$ cat src/logic/lmnd_pkg.sv
// Package for the literal, multiply and negate datapath
package lmnd_pkg;
   // Opcode encodings: high bytes, negate's upper seven bits, whole no-operation word
   localparam logic [7:0] OPC_AND_LITERAL = 8'hB5;
   localparam logic [7:0] OPC_MUL_LITERAL = 8'hBC;
   localparam logic [7:0] OPC_MUL_FILE = 8'h34;
   localparam logic [6:0] OPC_NEGATE_HI7 = 7'h16;
   localparam logic [15:0] OPC_NOP = 16'h0000;
   // Field positions in the instruction word
   localparam int OPC_HI_MSB = 15;
   localparam int OPC_HI_LSB = 8;
   localparam int STORE_SEL_BIT = 8;
   // Reset values; working register all ones so an AND literal can load any byte
   localparam logic [7:0] WORKING_REG_RESET = 8'hFF;
   localparam logic [7:0] PROD_RESET = 8'h00;
   localparam logic [1:0] QUARTER_RESET = 2'h0;
   // Flag layout of the flag port
   localparam int FLAG_OVERFLOW = 3;
   localparam int FLAG_Z = 2;
   localparam int FLAG_DIGIT_CARRY = 1;
   localparam int FLAG_C = 0;
   // Operation kinds
   typedef enum logic [2:0] {
      LMND_OP_NONE,
      LMND_OP_AND_LIT,
      LMND_OP_MUL_LIT,
      LMND_OP_MUL_FILE,
      LMND_OP_NEG
   } lmnd_op_t;
endpackage

$ cat src/logic/lmnd_datapath.sv
// Literal AND, multiply, negate and no-operation execution datapath
//
// Overview of operation
// - AND-literal opcode B5: working register gets AND with literal; only zero flag changes.
// - Multiplies form an unsigned 8x8 product of working register and operand.
// - Product high byte to product-high register, low byte to product-low register.
// - Multiply leaves working register and file register unmodified.
// - Multiplies change no status flag.
// - Zero product is not signalled; zero flag keeps its value.
// - Multiply: decode Q1, read Q2, compute Q3, write both products Q4.
// - Negate opcode 0010 110s forms two's complement of working register.
// - Store-select clear: negated value to working register and memory.
// - Store-select set: negated value only to memory, working register kept.
// - Negate updates overflow, carry, digit-carry and zero flags.
`timescale 1ns/1ps
module lmnd_datapath (
   // Clock and reset
   input wire logic core_clk_in,
   input wire logic sys_rst_in,
   // Instruction from decoder, sampled at Q1
   input wire logic [15:0] instr_word_in,
   // File register read data, sampled at Q2
   input wire logic [7:0] file_rdata_in,
   // Current status flags from the core
   input wire logic [3:0] flags_in,
   // Quarter phase
   output logic [1:0] quarter_out,
   // Architectural registers
   output logic [7:0] working_register_out,
   output logic [7:0] product_high_byte_out,
   output logic [7:0] product_low_byte_out,
   // Data memory access
   output logic [7:0] file_addr_out,
   output logic file_rd_out,
   output logic file_we_out,
   output logic [7:0] file_wdata_out,
   // Status flag update
   output logic [3:0] flags_out,
   output logic [3:0] flags_we_out
);
   import lmnd_pkg::*;

   typedef struct packed {
      // Sequencing and decoded instruction
      logic [1:0] quarter;
      lmnd_op_t op;
      logic store_sel;
      logic [7:0] low_byte;
      // Values carried between quarters
      logic [7:0] operand;
      logic [15:0] result;
      logic [3:0] new_flags;
      // Registers the program sees
      logic [7:0] working_register;
      logic [7:0] product_high_byte;
      logic [7:0] product_low_byte;
      // Data memory port
      logic [7:0] file_addr;
      logic file_rd;
      logic file_we;
      logic [7:0] file_wdata;
      // Flag port
      logic [3:0] flags;
      logic [3:0] flags_we;
   } lmnd_state_t;

   lmnd_state_t st;
   lmnd_state_t next_st;
   logic [7:0] neg_val;
   logic [4:0] low_nib_sum;
   logic [8:0] full_sum;
   logic [7:0] opc_hi;
   logic is_and_lit;
   logic is_mul_lit;
   logic is_mul_file;
   logic is_negate;
   logic is_nop;
   logic [7:0] and_val;
   logic [15:0] product;
   logic neg_overflow;

   // Opcode high byte decode; negate ignores its store-select bit
   assign opc_hi = instr_word_in[OPC_HI_MSB:OPC_HI_LSB];
   assign is_and_lit = (opc_hi == OPC_AND_LITERAL);
   assign is_mul_lit = (opc_hi == OPC_MUL_LITERAL);
   assign is_mul_file = (opc_hi == OPC_MUL_FILE);
   assign is_negate = (opc_hi[7:1] == OPC_NEGATE_HI7);
   // Only the all-zero word is the true no-operation; other words are ignored alike
   assign is_nop = (instr_word_in == OPC_NOP);

   // AND value and full-width product of the latched operand
   assign and_val = st.working_register & st.operand;
   // Widened first so the high byte is not lost to an 8-bit context
   assign product = 16'(st.working_register) * 16'(st.operand);

   // Negate arithmetic as complement plus one, giving carries for flags
   assign full_sum = {1'b0, ~st.working_register} + 9'h001;
   assign low_nib_sum = {1'b0, ~st.working_register[3:0]} + 5'h01;
   assign neg_val = full_sum[7:0];
   // Overflow only for 0x80 input, which negates to 0x80 again
   assign neg_overflow = (st.working_register == 8'h80);

   // Quarter sequencer and datapath next state
   always_comb begin
      next_st = st;
      // Strobes are pulses: cleared each cycle unless set below
      next_st.quarter = st.quarter + 2'h1;
      next_st.file_rd = 1'b0;
      next_st.file_we = 1'b0;
      next_st.flags_we = 4'h0;
      unique case (st.quarter)
         2'h0: begin
            // Q1 decode; unknown words fall to no operation
            next_st.op = LMND_OP_NONE;
            next_st.store_sel = instr_word_in[STORE_SEL_BIT];
            next_st.low_byte = instr_word_in[7:0];
            next_st.file_addr = instr_word_in[7:0];
            if (is_and_lit) begin
               next_st.op = LMND_OP_AND_LIT;
            end else if (is_mul_lit) begin
               next_st.op = LMND_OP_MUL_LIT;
            end else if (is_mul_file) begin
               next_st.op = LMND_OP_MUL_FILE;
               // Raised now so the read strobe stands during the second quarter
               next_st.file_rd = 1'b1;
            end else if (is_negate) begin
               next_st.op = LMND_OP_NEG;
            end else if (is_nop) begin
               next_st.op = LMND_OP_NONE;
            end
         end
         2'h1: begin
            // Q2 operand read: literal or file data
            next_st.operand = (st.op == LMND_OP_MUL_FILE) ? file_rdata_in : st.low_byte;
         end
         2'h2: begin
            // Q3 compute
            next_st.new_flags = flags_in;
            unique case (st.op)
               LMND_OP_AND_LIT: begin
                  // Zero flag alone; the other bits keep the core's copy
                  next_st.result = {8'h00, and_val};
                  next_st.new_flags[FLAG_Z] = (and_val == 8'h00);
               end
               LMND_OP_MUL_LIT, LMND_OP_MUL_FILE: begin
                  next_st.result = product;
               end
               LMND_OP_NEG: begin
                  next_st.result = {8'h00, neg_val};
                  next_st.new_flags[FLAG_OVERFLOW] = neg_overflow;
                  next_st.new_flags[FLAG_C] = full_sum[8];
                  next_st.new_flags[FLAG_DIGIT_CARRY] = low_nib_sum[4];
                  next_st.new_flags[FLAG_Z] = (neg_val == 8'h00);
               end
               default: begin
                  // No operation: nothing computed, nothing written later
                  next_st.result = st.result;
               end
            endcase
         end
         2'h3: begin
            // Q4 write back to destination
            unique case (st.op)
               LMND_OP_AND_LIT: begin
                  next_st.working_register = st.result[7:0];
                  next_st.flags = st.new_flags;
                  next_st.flags_we = 4'h1 << FLAG_Z;
               end
               LMND_OP_MUL_LIT, LMND_OP_MUL_FILE: begin
                  // Flags and sources untouched: no overflow or carry possible
                  next_st.product_high_byte = st.result[15:8];
                  next_st.product_low_byte = st.result[7:0];
                  next_st.flags_we = 4'h0;
               end
               LMND_OP_NEG: begin
                  // Memory copy always written; store-select guards only the working register
                  next_st.file_we = 1'b1;
                  next_st.file_wdata = st.result[7:0];
                  if (!st.store_sel) begin
                     next_st.working_register = st.result[7:0];
                  end
                  next_st.flags = st.new_flags;
                  next_st.flags_we = 4'hF;
               end
               default: begin
                  next_st.flags_we = 4'h0;
               end
            endcase
         end
      endcase
   end

   // State register; synchronous reset
   always_ff @(posedge core_clk_in) begin
      if (sys_rst_in) begin
         // Clearing everything also drops any pulse in flight
         st <= '0;
         st.quarter <= QUARTER_RESET;
         st.working_register <= WORKING_REG_RESET;
         st.product_high_byte <= PROD_RESET;
         st.product_low_byte <= PROD_RESET;
      end else begin
         st <= next_st;
      end
   end

   // Outputs straight from the state flops, no logic behind them
   assign quarter_out = st.quarter;
   assign working_register_out = st.working_register;
   assign product_high_byte_out = st.product_high_byte;
   assign product_low_byte_out = st.product_low_byte;
   // Memory strobes are one-cycle pulses; address holds for the whole cycle
   assign file_addr_out = st.file_addr;
   assign file_rd_out = st.file_rd;
   assign file_we_out = st.file_we;
   assign file_wdata_out = st.file_wdata;
   // Flag enables pulse with their values in the cycle after write-back
   assign flags_out = st.flags;
   assign flags_we_out = st.flags_we;
endmodule

$ cat config.mk
export PLATFORM = sky130hd
export DESIGN_NAME = lmnd_datapath
export DESIGN_NICKNAME = d
export VERILOG_FILES = /design/src/logic/lmnd_pkg.sv /design/src/logic/lmnd_datapath.sv
export SDC_FILE = /design/constraint.sdc
export NUM_CORES = 1
export LEC_CHECK = 0
export BUFFER_PORTS_ARGS = -buffer_cell sky130_fd_sc_hd__buf_2
export CAP_MARGIN = 10
export CORE_MARGIN = 2
export CORE_UTILIZATION = 45
export CTS_CLUSTER_SIZE = 14
export DETAILED_ROUTE_END_ITERATION = 16
export PLACE_DENSITY_LB_ADDON = 0.15
export SLEW_MARGIN = 25
export SYNTH_ARGS = -nofsm -noshare
export SYNTH_HDL_FRONTEND = slang
export SYNTH_SLANG_ARGS = --single-unit
$ cat constraint.sdc
create_clock -name core_clk_in -period 4.7 [get_ports core_clk_in]
set_input_delay 0.94 -clock core_clk_in [delete_from_list [all_inputs] [get_ports core_clk_in]]
set_output_delay 0.94 -clock core_clk_in [all_outputs]
set_load 0.03 [all_outputs]
==> out/qor.txt <==
Worst-path maximum fanout: 10
First-pass GRT wire length: 23.3 mm
CP Class: reg -> reg
Seq cells post-synth: 81
Clk slew on worst S/H paths: 0.06 ns
# hold bufs at CTS: 0
Full die area: 14200 µm²
Worst EP required: 4.94 ns
Final wirelength: 14.0 mm
Compound-Gate Fraction of Synth Area: 13.7%
Routability congestion estimate: 0.889
Sequential area share after synthesis: 27.2%
Root Driver: clkbuf_16
Initial antenna violation count: 0
Min Tclk post-route: 4.42 ns
Layout area overhead: 8.03%
Number of enable flip-flop cells after synthesis: 0
Finished Cell Area: 6430 µm²
N_diodes: 0
Relative slew margins: 38.2%
Synthesis warning total: 0
Die H: 119 µm
Hold path startpoint: product_low_byte_out[0]
Synth Cell Area: 5950 µm²
Largest net degree at the start of global routing: 62
Routed via count: 4698
Max-slew violations: 0
All-Layer GR Usage: 20.7%
Clock buffer count from CTS: 9
Period utilization: 94.0%
Dpl hpwl: 11.1 mm
Residual DRC count: 0
FMAX: 226 MHz
Syn Inst Count: 708
Maximum root-to-sink buffer count: 2
Die W: 119 µm
Worst setup SP type: flip-flop
Max-cap violation count: 0
RSZ-0062 raised after global routing: false
Area after DPL: 6150 µm²
TritonCTS clock tree: yes
Final hold violations: 0
Worst VDD drop: 159 µV
Postcts setup bufs: 0
Worst EP arrival: 4.66 ns
Simple-Gate Fraction of Synth Area: 20.0%
Grt met1 use: 28.7%
Post-CTS sizing: 0
Clk sink count: 81
Final clock skew: 0.0103 ns
Core box area: 13100 µm²
Post-synthesis mux area share: 2.35%
Pre-Repair DR Iteration Count: 5
Xor-xnor portion of the synthesized cell area: 2.35%
Detail Route Antenna Nets: 0
Met2 GRT Util: 32.1%
Ys async rst share: 0%
# port buffers: 81
Layout cell share with drive strength beyond 1: 16.0%
Vias in the first global route: 4530
Cell Rows: 42
Synth cell types: 60
Hold Crit Class: reg -> reg
Net Count, Synth: 816
Setup TNS: 0 ns
Final #Nets: 835
DR vias/cell: 5.18
DRT iter0 DRCs: 229
Syn_area_per_cell: 8.41 µm²
Primary FF master, synth: dfxtp_1
Starting Density: 45.5%
Io pins: 82
PD cells: 361 nW/µm²
Slew of the pin with the lowest slew margin: 0.915 ns
Worst hold slack: 0.450 ns
Met3 Use GR: 4.41%
CTS H-Tree Depth: 3
Largest family of logic cells by synthesized area: adder cells
Final setup vio count: 0
Lkg Pwr: 2.90 nW
Fill cell count: 1284
Busiest grt layer: met2
Total power: 2.32 mW
Remaining global-route overflow: 0
CP endpoint kind: flip-flop
Adder-cell share of the synthesized area: 20.9%
Worst r2r src: st[74]
Crit. Startpoint: st[74]
Post-layout util: 49.2%
Most frequent cells in the layout: nand2_1, dfxtp_1, buf_2
Routed len/inst: 15.5 µm
Clock Latency Late Sink: 0.35 ns
Outcome: completed
Most common cell after layout, fill and taps aside: nand2_1
-- state kept, by name, summed over array words and instances, names as in the netlist --
name	count
st	32
file_addr_out	8
file_wdata_out	8
product_high_byte_out	8
product_low_byte_out	8
working_register_out	8
flags_out	4
quarter_out	2
file_rd_out	1
file_we_out	1
flags_we_out	1
-- critical path, stage by stage (launching register included) --
cell and delay, ns:
dfxtp_1 0.39, and2_1 0.19, fa_1 0.45, fa_1 0.54
inv_1 0.05, fa_1 0.46, fa_1 0.54, inv_1 0.05
ha_1 0.30, a21o_1 0.17, a311o_1 0.37, and4_4 0.20
or3_1 0.34, a32o_1 0.25
-- final timing paths --
check	to	slack, ns	depth (start not counted)
worst max-delay path	st[68]	0.28	13
worst min register to register	product_low_byte_out[0]	0.45	2
worst max register to register	st[68]	0.28	13
worst min-delay path	product_low_byte_out[0]	0.45	2
-- synthesized netlist by cell type, types with 3 or more instances --
master / number / area, µm²
ha_1: 42 / 526
nor2b_1: 3 / 18.8
a31oi_1: 4 / 25.0
o211ai_1: 3 / 22.5
a21o_1: 4 / 30.0
clkbuf_1: 28 / 105
nand4_1: 5 / 31.3
nand3_1: 12 / 60.1
nand2_1: 93 / 349
a22oi_1: 3 / 22.5
xnor2_1: 7 / 61.3
a311oi_1: 11 / 96.3
o21ai_0: 11 / 55.1
or3_1: 4 / 25.0
nor2_1: 52 / 195
xor2_1: 9 / 78.8
a211oi_1: 9 / 67.6
a21oi_1: 42 / 210
inv_1: 67 / 251
a211o_1: 10 / 87.6
buf_2: 3 / 15.0
mux2i_1: 14 / 140
fa_1: 36 / 721
buf_4: 52 / 390
dfxtp_1: 81 / 1620
and2_1: 49 / 307
nor3_1: 7 / 35.0
-- power breakdown --
group          internal (mW)  switching [mW]
Sequential             0.705          0.0219
Combinational          0.368           0.530
Clock                  0.409           0.287
-- final cells by class --
class / instances / area [µm²] / share of cell area, %
Tap cell: 176 / 220 / 3.42
Multi-Input combinational cell: 472 / 3540 / 55.0
Sequential cell: 81 / 1620 / 25.2
Inverter: 67 / 251 / 3.91
Timing Repair Buffer: 96 / 518 / 8.05
Clock buffer: 10 / 229 / 3.56
Clock inverter: 5 / 56.3 / 0.875
-- kinds of logic after synthesis --
logic type | count (synthesis)
DFF | 81
xor gates and xnor gates | 16
muxes | 14
AOI/OAI and AO/OA | 119
adders and majority gates | 78
and+or+nand+nor | 245
buffers and inverters | 155
-- per-layer routing --
metal  part of all wire, %  wire (µm)  vias to the layer above
li1                      -          -                     2348
met1                    47       6600                     2180
met2                    45       6370                      148
met3                   5.6        789                       22
met4                   1.8        257                        0
met5                     0          0                        -
-- per-stage QoR --
step	setup WS, ns	std cells
3_5_place_dp	0.282	892
4_1_cts	0.274	907
2_1_floorplan	0.240	708
5_1_grt	0.00673	907
6_report	0.284	907
3_3_place_gp	0.343	892
Note: power is estimated with default switching activity, not from simulation.
